### src/common/pcc_pkg.sv
// Purpose: Shared constants for the card configuration block
// Assumes: 32-bit AXI4-Lite register port, 100 MHz aclk
// Notes: Byte addresses are the printed attribute offsets
`default_nettype none
package pcc_pkg;
   // Register byte addresses
   localparam logic [11:0] COR_OFF = 12'h200;
   localparam logic [11:0] STAT_OFF = 12'h210;
   localparam logic [11:0] MASK_OFF = 12'h214;
   localparam logic [11:0] INFO_OFF = 12'h218;
   // Configuration option fields
   localparam int COR_RESET_BIT = 7;
   localparam int COR_LEVEL_BIT = 6;
   localparam int MODE_W = 6;
   localparam logic [7:0] COR_RST = 8'h00;
   localparam logic [7:0] COR_CARD_RESET_REQUEST_VAL = 8'h80;
   localparam logic [2:0] MASK_RST = 3'h0;
   // Status bit positions: sticky events, then live direct and in-reset bits
   localparam int ST_SRST = 0;
   localparam int ST_MODE = 1;
   localparam int ST_IRQ = 2;
   localparam int ST_DIRECT = 8;
   localparam int ST_INRST = 9;
   typedef enum logic [5:0] {
      MODE_MEM = 6'h00,
      MODE_CONTIG = 6'h01,
      MODE_PRI = 6'h02,
      MODE_SEC = 6'h03
   } pcc_mode_t;
   // Task file windows
   localparam logic [9:0] PRI_BLK = 10'h1f0;
   localparam logic [9:0] PRI_ALT = 10'h3f6;
   localparam logic [9:0] SEC_BLK = 10'h170;
   localparam logic [9:0] SEC_ALT = 10'h376;
   // Information structure tail and advertised features
   localparam logic [7:0] CIS_NOLINK = 8'h14;
   localparam logic [7:0] CIS_NOLINK_LEN = 8'h00;
   localparam logic [7:0] CIS_END = 8'hff;
   localparam logic [4:0] IRQ_LINE = 5'h0e;
   localparam logic [2:0] FEAT_PD_AUD_RO = 3'h1;
   // Timing
   localparam int CLK_NS = 10;
   localparam int IRQ_PULSE_NS = 100;
   localparam logic [7:0] IRQ_PULSE_CYC = 8'(IRQ_PULSE_NS / CLK_NS);
   localparam logic [1:0] STRAP_WAIT = 2'h2;
   localparam logic [1:0] RESP_OKAY = 2'h0;
   localparam logic [1:0] RESP_SLVERR = 2'h2;
endpackage
`default_nettype wire

### src/common/pcc_dec_if.sv
// Purpose: Link between the register bank and the task file decoder
// Assumes: Both ends on aclk
// Notes: Decoder answers one cycle after acc_valid
`default_nettype none
interface pcc_dec_if;
   logic [5:0] mode;
   logic direct;
   logic in_reset;
   logic acc_valid;
   logic [10:0] acc_addr;
   logic acc_io;
   logic acc_wide;
   logic tf_valid;
   logic tf_hit;
   logic tf_wide;
   logic [3:0] tf_off;
   modport cfg(output mode, direct, in_reset, acc_valid, acc_addr, acc_io,
      acc_wide, input tf_valid, tf_hit, tf_wide, tf_off);
   modport dec(input mode, direct, in_reset, acc_valid, acc_addr, acc_io,
      acc_wide, output tf_valid, tf_hit, tf_wide, tf_off);
endinterface
`default_nettype wire

### src/pcc_tf_decode.sv
// Purpose: Task file address decoder per interface mode
// Assumes: Mode comes from the live option register
// Notes: Result is registered, one cycle after the access
`default_nettype none
module pcc_tf_decode (
   input wire logic aclk,
   input wire logic aresetn,
   pcc_dec_if.dec dif
);
   typedef struct packed {
      logic v;
      logic hit;
      logic wide;
      logic [3:0] off;
   } pcc_dec_st_t;
   pcc_dec_st_t st_ff;
   pcc_dec_st_t nxt_st;
   logic [4:0] fix;

   // Only ten address lines take part in the fixed windows
   function automatic logic [4:0] fix_dec(input logic [10:0] a,
      input logic [9:0] blk, input logic [9:0] alt);
      if (a[9:3] == blk[9:3]) begin
         return {2'b10, a[2:0]};
      end
      if (a[9:1] == alt[9:1]) begin
         return {4'b1111, a[0]};
      end
      return 5'h00;
   endfunction

   always_comb begin
      nxt_st = '0;
      fix = 5'h00;
      nxt_st.off = dif.acc_addr[3:0];
      if (dif.direct) begin
         nxt_st.hit = 1'b1;
      end else begin
         case (dif.mode)
            pcc_pkg::MODE_MEM: begin
               nxt_st.hit = !dif.acc_io &&
                  (dif.acc_addr[10] || dif.acc_addr[9:4] == 6'h00);
            end
            pcc_pkg::MODE_CONTIG: begin
               nxt_st.hit = dif.acc_io;
            end
            pcc_pkg::MODE_PRI: begin
               fix = fix_dec(dif.acc_addr, pcc_pkg::PRI_BLK,
                  pcc_pkg::PRI_ALT);
               nxt_st.hit = dif.acc_io && fix[4];
               nxt_st.off = fix[3:0];
            end
            pcc_pkg::MODE_SEC: begin
               fix = fix_dec(dif.acc_addr, pcc_pkg::SEC_BLK,
                  pcc_pkg::SEC_ALT);
               nxt_st.hit = dif.acc_io && fix[4];
               nxt_st.off = fix[3:0];
            end
            default: begin
               nxt_st.hit = 1'b0;
            end
         endcase
      end
      // Live mode field decides each access outside direct mode
      nxt_st.v = dif.acc_valid;
      nxt_st.hit = nxt_st.hit && dif.acc_valid && !dif.in_reset;
      nxt_st.wide = nxt_st.hit && dif.acc_wide;
   end

   always_ff @(posedge aclk) begin
      if (!aresetn) begin
         st_ff <= '0;
      end else begin
         st_ff <= nxt_st;
      end
   end

   assign dif.tf_valid = st_ff.v;
   assign dif.tf_hit = st_ff.hit;
   assign dif.tf_wide = st_ff.wide;
   assign dif.tf_off = st_ff.off;
endmodule // pcc_tf_decode
`default_nettype wire

### src/pcc_cfg_top.sv
// Purpose: Card configuration option register bank with AXI4-Lite access
// Assumes: Host access strobes come from logic on aclk; strap is a pin
// Notes: Writes and reads take one transfer at a time
`default_nettype none
// Contract
// - Registers usable in memory/IO, locked in direct mode; only the option register is locked, status, mask and info stay usable
// - Writing reset bit one resets like hardware
// - Reset bit stays until host clears it
// - Bit six chooses pulse or level interrupt
// - Six low bits select interface mode
// - Any reset forces mode field to zero
// - Memory mode decodes 0-F and 400-7FF
// - Mode one contiguous; mode two primary window
// - Mode three decodes secondary window
// - Fixed IO decodes ten lines, 8/16 bit
// - Eight-byte and two-byte blocks per window
// - Fixed IO interrupts only on line fourteen
// - Shareable interrupt in pulse and level
// - Power-down yes, audio no, not read-only
// - Structure ends no-link 14, then FF
// - Output enable low at power-up selects direct
module pcc_cfg_top (
   input wire logic aclk,
   input wire logic aresetn,
   input wire logic [11:0] s_axi_awaddr,
   input wire logic s_axi_awvalid,
   output logic s_axi_awready,
   input wire logic [31:0] s_axi_wdata,
   input wire logic [3:0] s_axi_wstrb,
   input wire logic s_axi_wvalid,
   output logic s_axi_wready,
   output logic [1:0] s_axi_bresp,
   output logic s_axi_bvalid,
   input wire logic s_axi_bready,
   input wire logic [11:0] s_axi_araddr,
   input wire logic s_axi_arvalid,
   output logic s_axi_arready,
   output logic [31:0] s_axi_rdata,
   output logic [1:0] s_axi_rresp,
   output logic s_axi_rvalid,
   input wire logic s_axi_rready,
   input wire logic oe_n_pin,
   input wire logic acc_valid,
   input wire logic [10:0] acc_addr,
   input wire logic acc_io,
   input wire logic acc_wide,
   output logic tf_valid,
   output logic tf_hit,
   output logic tf_wide,
   output logic [3:0] tf_offset,
   input wire logic card_irq_src,
   output logic irq14_o,
   output logic irq14_oe,
   output logic card_reset_request,
   output logic level_irq_select,
   output logic [5:0] interface_mode,
   output logic direct_disk_interface_mode,
   output logic irq
);
   typedef struct packed {
      logic [7:0] cor;
      logic [2:0] sts;
      logic [2:0] msk;
      logic aw_got;
      logic [11:0] awa;
      logic w_got;
      logic [31:0] wd;
      logic [3:0] ws;
      logic bvalid;
      logic [1:0] bresp;
      logic rvalid;
      logic [31:0] rdata;
      logic [1:0] rresp;
      logic s1;
      logic s2;
      logic [1:0] scnt;
      logic direct;
      logic src_q;
      logic [7:0] pcnt;
      logic irq_oe;
   } pcc_st_t;

   pcc_st_t st_ff;
   pcc_st_t nxt_st;
   logic wr_go;
   logic rd_go;
   logic cor_wr;
   logic [7:0] cor_new;
   logic [2:0] set;
   logic [2:0] clr;
   logic irq_en;
   logic lvl;

   pcc_dec_if dif ();

   pcc_tf_decode u_dec (
      .aclk(aclk),
      .aresetn(aresetn),
      .dif(dif)
   );

   assign dif.mode = st_ff.cor[5:0];
   assign dif.direct = st_ff.direct;
   assign dif.in_reset = st_ff.cor[pcc_pkg::COR_RESET_BIT];
   assign dif.acc_valid = acc_valid;
   assign dif.acc_addr = acc_addr;
   assign dif.acc_io = acc_io;
   assign dif.acc_wide = acc_wide;

   assign lvl = st_ff.cor[pcc_pkg::COR_LEVEL_BIT];
   // Interrupt drives in any mode but memory, or in direct mode, and out of reset
   assign irq_en = (st_ff.cor[5:0] != pcc_pkg::MODE_MEM || st_ff.direct) &&
      !st_ff.cor[pcc_pkg::COR_RESET_BIT];
   assign wr_go = st_ff.aw_got && st_ff.w_got && !st_ff.bvalid;
   assign rd_go = s_axi_arvalid && s_axi_arready;
   assign cor_wr = wr_go && st_ff.awa == pcc_pkg::COR_OFF &&
      !st_ff.direct && st_ff.ws[0];

   always_comb begin
      nxt_st = st_ff;
      set = 3'h0;
      clr = 3'h0;
      cor_new = st_ff.wd[7:0];
      // Soft reset clears the option fields as hard reset does but keeps its own bit set; mask, status and strap are kept
      if (st_ff.wd[pcc_pkg::COR_RESET_BIT]) begin
         cor_new = pcc_pkg::COR_CARD_RESET_REQUEST_VAL;
      end

      // Strap: wait for the synchroniser to fill before sampling
      nxt_st.s1 = oe_n_pin;
      nxt_st.s2 = st_ff.s1;
      if (st_ff.scnt != 2'h3) begin
         nxt_st.scnt = st_ff.scnt + 2'h1;
      end
      if (st_ff.scnt == pcc_pkg::STRAP_WAIT) begin
         nxt_st.direct = !st_ff.s2;
      end

      // Write address and data may arrive in either order
      if (s_axi_awvalid && s_axi_awready) begin
         nxt_st.aw_got = 1'b1;
         nxt_st.awa = s_axi_awaddr;
      end
      if (s_axi_wvalid && s_axi_wready) begin
         nxt_st.w_got = 1'b1;
         nxt_st.wd = s_axi_wdata;
         nxt_st.ws = s_axi_wstrb;
      end
      if (st_ff.bvalid && s_axi_bready) begin
         nxt_st.bvalid = 1'b0;
      end
      if (wr_go) begin
         nxt_st.aw_got = 1'b0;
         nxt_st.w_got = 1'b0;
         nxt_st.bvalid = 1'b1;
         nxt_st.bresp = pcc_pkg::RESP_OKAY;
         if (st_ff.awa == pcc_pkg::COR_OFF) begin
            if (st_ff.direct) begin
               nxt_st.bresp = pcc_pkg::RESP_SLVERR;
            end else if (st_ff.ws[0]) begin
               // Bit stays until the host writes it back
               nxt_st.cor = cor_new;
            end
         end else if (st_ff.awa == pcc_pkg::MASK_OFF) begin
            if (st_ff.ws[0]) begin
               nxt_st.msk = st_ff.wd[2:0];
            end
         end else if (st_ff.awa == pcc_pkg::STAT_OFF ||
            st_ff.awa == pcc_pkg::INFO_OFF) begin
            nxt_st.bresp = pcc_pkg::RESP_OKAY;
         end else begin
            nxt_st.bresp = pcc_pkg::RESP_SLVERR;
         end
      end

      // Reads
      if (st_ff.rvalid && s_axi_rready) begin
         nxt_st.rvalid = 1'b0;
      end
      if (rd_go) begin
         nxt_st.rvalid = 1'b1;
         nxt_st.rdata = 32'h0;
         nxt_st.rresp = pcc_pkg::RESP_OKAY;
         if (s_axi_araddr == pcc_pkg::COR_OFF) begin
            if (st_ff.direct) begin
               nxt_st.rresp = pcc_pkg::RESP_SLVERR;
            end else begin
               nxt_st.rdata = {24'h0, st_ff.cor};
            end
         end else if (s_axi_araddr == pcc_pkg::STAT_OFF) begin
            nxt_st.rdata[2:0] = st_ff.sts;
            nxt_st.rdata[pcc_pkg::ST_DIRECT] = st_ff.direct;
            nxt_st.rdata[pcc_pkg::ST_INRST] =
               st_ff.cor[pcc_pkg::COR_RESET_BIT];
            clr = 3'h7;
         end else if (s_axi_araddr == pcc_pkg::MASK_OFF) begin
            nxt_st.rdata[2:0] = st_ff.msk;
         end else if (s_axi_araddr == pcc_pkg::INFO_OFF) begin
            // Structure tail and feature summary
            nxt_st.rdata = {pcc_pkg::FEAT_PD_AUD_RO, pcc_pkg::IRQ_LINE,
               pcc_pkg::CIS_END, pcc_pkg::CIS_NOLINK_LEN,
               pcc_pkg::CIS_NOLINK};
         end else begin
            nxt_st.rresp = pcc_pkg::RESP_SLVERR;
         end
      end

      // Interrupt request generation
      nxt_st.src_q = card_irq_src;
      if (!irq_en) begin
         nxt_st.pcnt = 8'h00;
         nxt_st.irq_oe = 1'b0;
      end else if (lvl) begin
         nxt_st.pcnt = 8'h00;
         nxt_st.irq_oe = card_irq_src;
      end else begin
         if (card_irq_src && !st_ff.src_q) begin
            nxt_st.pcnt = pcc_pkg::IRQ_PULSE_CYC;
         end else if (st_ff.pcnt != 8'h00) begin
            nxt_st.pcnt = st_ff.pcnt - 8'h01;
         end
         nxt_st.irq_oe = nxt_st.pcnt != 8'h00;
      end

      // Sticky events; a set in the clearing cycle survives
      set[pcc_pkg::ST_SRST] = cor_wr &&
         st_ff.wd[pcc_pkg::COR_RESET_BIT] &&
         !st_ff.cor[pcc_pkg::COR_RESET_BIT];
      set[pcc_pkg::ST_MODE] = cor_wr && cor_new[5:0] != st_ff.cor[5:0];
      set[pcc_pkg::ST_IRQ] = card_irq_src && !st_ff.src_q;
      nxt_st.sts = (st_ff.sts & ~clr) | set;
   end

   always_ff @(posedge aclk) begin
      if (!aresetn) begin
         st_ff <= '0;
         st_ff.cor <= pcc_pkg::COR_RST;
         st_ff.msk <= pcc_pkg::MASK_RST;
      end else begin
         st_ff <= nxt_st;
      end
   end

   assign s_axi_awready = !st_ff.aw_got && !st_ff.bvalid;
   assign s_axi_wready = !st_ff.w_got && !st_ff.bvalid;
   assign s_axi_bvalid = st_ff.bvalid;
   assign s_axi_bresp = st_ff.bresp;
   assign s_axi_arready = !st_ff.rvalid;
   assign s_axi_rvalid = st_ff.rvalid;
   assign s_axi_rdata = st_ff.rdata;
   assign s_axi_rresp = st_ff.rresp;

   assign tf_valid = dif.tf_valid;
   assign tf_hit = dif.tf_hit;
   assign tf_wide = dif.tf_wide;
   assign tf_offset = dif.tf_off;

   // Shared line: only pull low, otherwise release
   assign irq14_o = 1'b0;
   assign irq14_oe = st_ff.irq_oe;
   assign card_reset_request = st_ff.cor[pcc_pkg::COR_RESET_BIT];
   assign level_irq_select = lvl;
   assign interface_mode = st_ff.cor[5:0];
   assign direct_disk_interface_mode = st_ff.direct;
   assign irq = |(st_ff.sts & st_ff.msk);
endmodule // pcc_cfg_top
`default_nettype wire

### config.mk
export PLATFORM = sky130hd
export DESIGN_NAME = pcc_cfg_top
export DESIGN_NICKNAME = d
export VERILOG_FILES = /design/src/common/pcc_pkg.sv /design/src/common/pcc_dec_if.sv /design/src/pcc_tf_decode.sv /design/src/pcc_cfg_top.sv
export SDC_FILE = /design/constraint.sdc
export NUM_CORES = 1
export LEC_CHECK = 0
export BUFFER_PORTS_ARGS = -buffer_cell sky130_fd_sc_hd__buf_4
export CORE_MARGIN = 2
export CORE_UTILIZATION = 49
export DETAILED_ROUTE_END_ITERATION = 16
export PLACE_DENSITY = 0.84
export SYNTH_ARGS = -nofsm -noshare
export SYNTH_HDL_FRONTEND = slang
export SYNTH_SLANG_ARGS = --single-unit
### constraint.sdc
create_clock -name aclk -period 2.45 [get_ports aclk]
set_input_delay 0.1225 -clock aclk [delete_from_list [all_inputs] [get_ports aclk]]
set_output_delay 0.1225 -clock aclk [all_outputs]
set_load 0.01 [all_outputs]
Word-level counts from Yosys, hierarchy flattened
Index checks and enable logic that the tools add are counted.

Input port bits: 83. Output and inout port bits: 60. Register bits after elaboration: 97. Word-level logic and storage cells: 159.

Muxes and demuxes: 59. Reductions and logical operators: 48. Add/sub/neg operators: 2. Eq/ne operators: 18. Bitwise gates (word level): 8.

Operators by type and width (number): == test 12 x 10 -> 1 bit (second input constant) (8); 2-to-1 mux 5 bit (13); 2-to-1 mux 8 bit (6); 2-to-1 mux 35 bit (1); 2-to-1 mux 34 bit (1); 2-to-1 mux 30 bit (1); 2-to-1 mux 27 bit (1); logical AND 1 bit (23); 2-to-1 mux 22 bit (1); == test 9 bit (second input constant) (2); 2-to-1 mux 1 bit (18); 2-to-1 mux 3 bit (6); 2-to-1 mux 2 bit (8); nonzero test 8 bit (2); == test 7 x 6 -> 1 bit (second input constant) (2); == test 6 x 2 -> 1 bit (second input constant) (2); zero test 6 bit (2); zero test 1 bit (9); case mux 4 bit (2 select lines) (1); AND reduction 4 bit (2); subtractor 8 x 1 -> 8 bit (second input constant) (1); bitwise AND 3 bit (2); == test 6 x 1 -> 1 bit (second input constant) (1); inequality test 6 bit (1); other kinds (14) (21).

Depth between registers and ports, before layout
Gate-level depths: netlist (run 1).

Word-level depth: 17. Depth in mapped cells: 6. Depth with buffers taken out: 6.

Cells and area by module
Synthesis (run 1) repeated with hierarchy kept, for this count alone.

Cell total of the unflattened synthesis: 464. Area total of the unflattened synthesis: 3802.4 µm².

By module, submodules not included: pcc_cfg_top (times used 1, sequential area each 1341.3 µm², area each 3380.7 µm², cells an instance 417); pcc_tf_decode (times used 1, sequential area each 140.1 µm², area each 421.7 µm², cells an instance 47).

Worst setup path after synthesis (run 1)
OpenSTA, ideal clock, no wires.

Kind: register to register. Start: register st_ff[100] (netlist name). End: register st_ff[104] (netlist name). Data arrival time: 1732 ps. Buffers on the path: 1. Required time: 2318 ps. Path slack: 586 ps. Stages on the path, launching flop included: 6. Period minus slack after synthesis: 1864 ps. Setup time: 132 ps. Cells stage by stage: dfxtp_1 -> or4_1 -> or4_1 -> clkbuf_1 -> o21ai_0 -> a21oi_1.

Cells in the longest elaborated chain, start to end: 3. Elaborated cells on any way between the ends: 4. Classes of those cells: eq/ne (2); bitwise (1); reduce/logical (1).

Ends and longest elaborated chain: start, declared (line pcc_cfg_top.sv:83) `pcc_st_t st_ff;`; start signal, assigned (line pcc_cfg_top.sv:240) `st_ff <= nxt_st;`; == test 12 x 10 -> 1 bit (line pcc_cfg_top.sv:157) `if (st_ff.awa == pcc_pkg::COR_OFF) begin`; NOT 1 bit (no line); AND reduction 4 bit (no line) (*).

Every way passes the cells marked *; elsewhere a longest branch is shown, timed or not. A chain may end at the register's enable or synchronous reset.

Worst setup path in the final report (run 1)
Same ends and word-level chain as after synthesis.

==> reports/metrics.cfg, run 1 <==
[run]
maxCapViolations = 0

[power]
leakage_nw = 1.84
peakVddDrop_mv = 0.406
pwr_density_cell_nw_per_um2 = 604

[critical_path]
crit_start = st_ff[100]
path_max_fanout = 11
critPathSlowestCell = or4_1
timing.rr.start = st_ff[100]
cp_common_cell = or4_1
crit_path_end_kind = flip-flop
critPathMaxStageDelay_ns = 0.70
crit_chain = or4_1, or4_1, o21ai_0, a21oi_1
crit_buf_inv = 0
criticalPathCategory = reg2reg
cp-start-kind = flip-flop
path_delay_family = simple AND/OR/NAND/NOR gates
crit_arrival_ns = 2.37
cp.required_ns = 2.68

[floorplanning]
die_y_um = 91.3
core_area_um2 = 7330
num_rows = 31
start_util_pct = 51.0
dieArea_um2 = 8340
ioPinCount = 143
die_w_um = 91.3

[timing]
relSlewSlack_pct = 23.7
min_period_over_period_pct = 87.4
fin_tns_setup_ns = 0
drv_slew = 0
final_hold_viol_count = 0
setup_violations = 0
min_period_ns = 2.14
max_freq_ghz = 0.467
rsz0062_at_grt = no
worst_pin_slew_ns = 1.14
finClkSkew_ns = 0.00700

[cts]
cts.path.max_buffers = 2
cts_root_buf = clkbuf_8
cts_max_level = 3
ctsResizeCount = 0
clk_pin_slew_ns = 0.08
cts_tree = done
clock_latency_ns = 0.35
numCtsBuffers = 9
cts.sinks = 74

[placed_design]
finalWeightedCongestion = 0.905
dpl.cell_count = 614
numPortBuffers = 102
dp_hpwl_mm = 6.38

[grt]
grt_max_degree = 38
antenna_found_initial = 0
grt_pass1_wl_mm = 14.7
track_usage_pct = 21.4
gr-total-overflow = 0
grt_pass1_vias = 3276

[yosys]
ys.flop_type = dfxtp_1
yosys_warnings = 0
async_flop_share_pct = 0
synth-seq-cells = 74
synth_top_area_share_pct = 39.6
post_synth.cell_area_avg_um2 = 8.11
synth_edf_count = 0
synth_cells = 461
synth.distinct_cells = 60
yosysSeqAreaShare_pct = 39.6
synth_area_um2 = 3740
synth.top_cells.by_area = dfxtp_1, buf_4, a21oi_1
yosys.area.top_type = dfxtp_1

[routing]
dr_wl_met3_um = 513
wire_per_inst_um = 14.3
finalWirelength_mm = 9.08
drt_pre_antenna_iters = 6
num_vias = 3503
top_layer = met4
ant_nets = 0
wirelength_met1_mm = 3.90
avgViaCountPerCell = 5.52
drc = 0
wl_met2_mm = 4.50
drt_iter0_drc = 281

[layout]
seqCellArea_um2 = 1480
drive_above_1_share_pct = 24.4
multiInputGateArea_um2 = 1830
syn_to_final_growth_pct = 22.3
nets = 618
fin_cells = 635
antenna_cells = 0
fin_util_pct = 62.3
fillers = 650

[worst_hold_path]
hp-class = in2reg
hold_start = s_axi_awaddr[5]

[outcome]
status = finished clean

==> final timing paths <==
path	slack, ns	cells after the start	endpoint
setup / recovery	0.31	4	st_ff[104]
hold / removal	0.01	3	st_ff[95]
setup reg to reg	0.31	4	st_ff[104]
hold reg to reg	0.42	1	direct_disk_interface_mode
==> sequential cells by signal, summed over array words and instances, names as in the netlist, 4 cells and up <==
name              count
s_axi_rdata          11
u_dec.dif.tf_off      4
interface_mode        6
st_ff                41
==> power by group <==
part           leakage, nW  internal, mW  switching [mW]
Clock                0.105         0.570           0.452
Combinational         1.13         0.197           0.232
Sequential           0.604          1.26          0.0504
Total                 1.84          2.03           0.734
==> metrics by stage <==
step / worst slack, ns / hold slack [ns] / instance area, um2 / power, mW
4_1_cts: 0.322 / 0.000994 / 4570 / 2.77
2_1_floorplan: 0.586 / 0.222 / 3780 / 1.61
3_5_place_dp: 0.426 / 0.312 / 4300 / 1.75
6_report: 0.309 / 0.0135 / 4570 / 2.76
5_1_grt: 0.218 / 0.00843 / 4570 / 2.88
3_3_place_gp: 0.460 / 0.310 / 4300 / 1.74
==> Yosys cell counts, types with 4 or more instances <==
cell type   n
dfxtp_1    74
nand2_1    60
a21oi_1    58
buf_4      43
nor2_1     29
clkbuf_1   20
o21ai_0    20
inv_1      15
nand3_1    11
nand4b_1   10
or4_1      10
nor4_1      7
xnor2_1     7
and2_1      6
nand2b_1    5
nand3b_1    5
nand4_1     5
ha_1        4
nor3_1      4
o32ai_1     4
or3_1       4
==> metal layers <==
layer | track usage [%] | vias up
met2 | 36.4 | 135
met3 | 4.56 | 17
met4 | 9.85 | 0
met5 | 0 | -
li1 | - | 1725
met1 | 25.9 | 1626
==> placed cells by master, fill, tap and decap left out, drive strengths merged, types with 3 or more instances in the layout <==
| cell type | instances |
|---|---|
| clkinv | 3 |
| nand3 | 11 |
| buf | 107 |
| or4 | 10 |
| nor2 | 29 |
| nand4b | 10 |
| nand2b | 5 |
| nor2b | 3 |
| a31oi | 3 |
| xnor2 | 7 |
| a21oi | 58 |
| conb | 13 |
| dfxtp | 74 |
| nor4b | 3 |
| nand4 | 5 |
| ha | 4 |
| nand3b | 5 |
| or4b | 3 |
| a22oi | 3 |
| nor4bb | 3 |
| inv | 16 |
| nor3 | 4 |
| or3 | 4 |
| o32ai | 4 |
| nand2 | 60 |
| dlygate4sd3 | 5 |
| nor4 | 9 |
| o21ai | 21 |
| and2 | 6 |
| clkbuf | 9 |
==> final cells by class <==
type	count	share of cell area (%)
tap	99	2.71
timing repair buffer	112	18.7
clock buffer	9	2.71
clock inverter	7	2.05
sequential	74	32.4
multi-input combinational	318	40.1
inverter	16	1.31
==> worst min-delay path, cell delays in order <==
cell	delay (ns)
buf_4	0.11
nand2_1	0.04
a21oi_1	0.05
==> what timing repair did <==
action                    CTS  global route
hold buffers                5             0
buffers inserted            0             0
hold endpoints to repair    5             0
==> cell families (layout without fill, tap and decap cells) <==
logic type,count (synthesis),in the layout,share of synthesized area (%)
compound gates,115,115,18.4
xor+xnor,9,9,2.11
fa+ha+maj,4,4,1.34
buf+inv,81,144,12.5
flops,74,74,39.6
mux,2,2,0.569
other cells,1,13,0.100
simple gates,175,175,25.4
Note: power is estimated with default switching activity, not from simulation.
==> run 2, diff against run 1 <==
- HOLD_SLACK_MARGIN: unset -> 0.05
==> run 2 against run 1 <==
  * Non-clock buffer count rose by 25
  * Maximum frequency rose by 0.61%
  * Core utilization rose by 3.4 points
  * First-iteration DRC count fell by 5.7%
  * Highest routed layer unchanged
  * Largest cell class unchanged
  * Sequential power barely moved
  * Cell area rose by 5.5%
  * Largest power group unchanged
  * Routed wire length rose by 4.0%
  * Critical path type unchanged
  * Global-route usage rose by 0.91 points
==> reports/metrics.cfg, run 2 (synthesized netlist as in run 1, its figures left out) <==
[outcome]
status = finished clean

[timing]
finClkSkew_ns = 0.00795
rsz0062_at_grt = no
setup_violations = 0
fin_tns_setup_ns = 0
drv_slew = 0
hold_ws_ns = 0.0636
worst_pin_slew_ns = 1.18
final_hold_viol_count = 0
min_period_over_period_pct = 86.8
setup_ws_ns = 0.322
min_period_ns = 2.13
relSlewSlack_pct = 20.5
max_freq_ghz = 0.470

[power]
p_seq_share_pct = 47.0
p_int_mw = 2.05
switching_share_pct = 26.4
leakage_nw = 1.94
peakVddDrop_mv = 0.417
p_sw_mw = 0.738
p_total_mw = 2.79
pwr_density_cell_nw_per_um2 = 579
comb_power_share_pct = 16.6
p_clk_share_pct = 36.4

[critical_path]
crit_arrival_ns = 2.37
path_max_fanout = 11
cp-start-kind = flip-flop
crit_path_end_kind = flip-flop
criticalPathCategory = reg2reg
cp.required_ns = 2.70

[floorplanning]
ioPinCount = 143
core_area_um2 = 7330
die_w_um = 91.3
dieArea_um2 = 8340
start_util_pct = 51.0
die_y_um = 91.3
num_rows = 31

[layout]
drive_above_1_share_pct = 23.4
antenna_cells = 0
syn_to_final_growth_pct = 29.0
fillers = 618
fin_util_pct = 65.8
largest-register = st_ff
layout_commonest_cell = buf_4
nets = 643
final_cell_mix = buf_4, dfxtp_1, nand2_1
largest_reg_flops = 41

[placed_design]
detailedPlace.worstSlack_ns = 0.426
finalWeightedCongestion = 0.905
numPortBuffers = 102
dp_hpwl_mm = 6.38

[routing]
drt_pre_antenna_iters = 5
ant_nets = 0
drc = 0
finalWirelength_mm = 9.44
num_vias = 3626
avgViaCountPerCell = 5.49
wire_per_inst_um = 14.3
drt_iter0_drc = 265

[cts]
cts_root_buf = clkbuf_8
numCtsBuffers = 9
cts.sinks = 74
cts_max_level = 3
cts.path.max_buffers = 2
cts_tree = done
clk_pin_slew_ns = 0.07
clock_latency_ns = 0.35

[grt]
grt_pass1_wl_mm = 15.3
antenna_found_initial = 0
gr-total-overflow = 0
grt_max_degree = 38
track_usage_pct = 22.3
grt_pass1_vias = 3370

[run]
maxCapViolations = 0

[worst_hold_path]
hp-class = in2reg

## run 2: final cells by class
| class | instances | area, um2 | area share (%) |
|---|---|---|---|
| inverters | 16 | 60.1 | 1.25 |
| multi-input cells | 318 | 1830 | 38.0 |
| flip-flops and latches | 74 | 1480 | 30.7 |
| repair buffers | 137 | 1100 | 22.9 |
| clock buffers | 9 | 124 | 2.57 |
| well taps | 99 | 124 | 2.57 |
| clock inverters | 7 | 93.8 | 1.95 |
## run 2: final timing paths
| path | from | endpoint | slack, ns | depth (start not counted) |
|---|---|---|---|---|
| min | s_axi_arvalid | s_axi_rvalid | 0.06 | 3 |
| max | direct_disk_interface_mode | st_ff[107] | 0.32 | 4 |
| max reg2reg | direct_disk_interface_mode | st_ff[107] | 0.32 | 4 |
| min reg2reg | st_ff[13] | direct_disk_interface_mode | 0.42 | 1 |
## run 2: through the flow
stage,cells,area (um2)
6_report,660,4820
4_1_cts,659,4810
5_1_grt,660,4820
3_3_place_gp,614,4300
2_1_floorplan,473,3780
3_5_place_dp,614,4300
## run 2: repair_timing
| item | CTS | global route |
|---|---|---|
| hold buffers | 29 | 1 |
| buffers inserted | 0 | 0 |
| resized for setup | 0 | 0 |
| setup endpoints to repair | 0 | 0 |
| hold endpoints to repair | 29 | 1 |
## run 2: critical path: stages (launching register included)
cell and delay [ns]:
dfxtp_1 0.31, buf_4 0.18, nor3_1 0.96, a22oi_1 0.25
a311oi_1 0.34
## run 2: power by group through the flow
stage | sequential (mW) | clock [mW] | combinational, mW
2_1_floorplan | 1.33 | 0 | 0.279
3_3_place_gp | 1.33 | 0 | 0.407
3_5_place_dp | 1.34 | 0 | 0.417
4_1_cts | 1.31 | 1.03 | 0.457
5_1_grt | 1.32 | 1.08 | 0.508
6_report | 1.31 | 1.02 | 0.464
## run 2: metal layers
metal | GRT usage, % | vias to the layer above | wire, um
li1 | - | 1771 | -
met1 | 26.5 | 1700 | 3930
met2 | 39.4 | 138 | 4800
met3 | 4.56 | 17 | 565
met4 | 8.59 | 0 | 141
met5 | 0 | - | 0
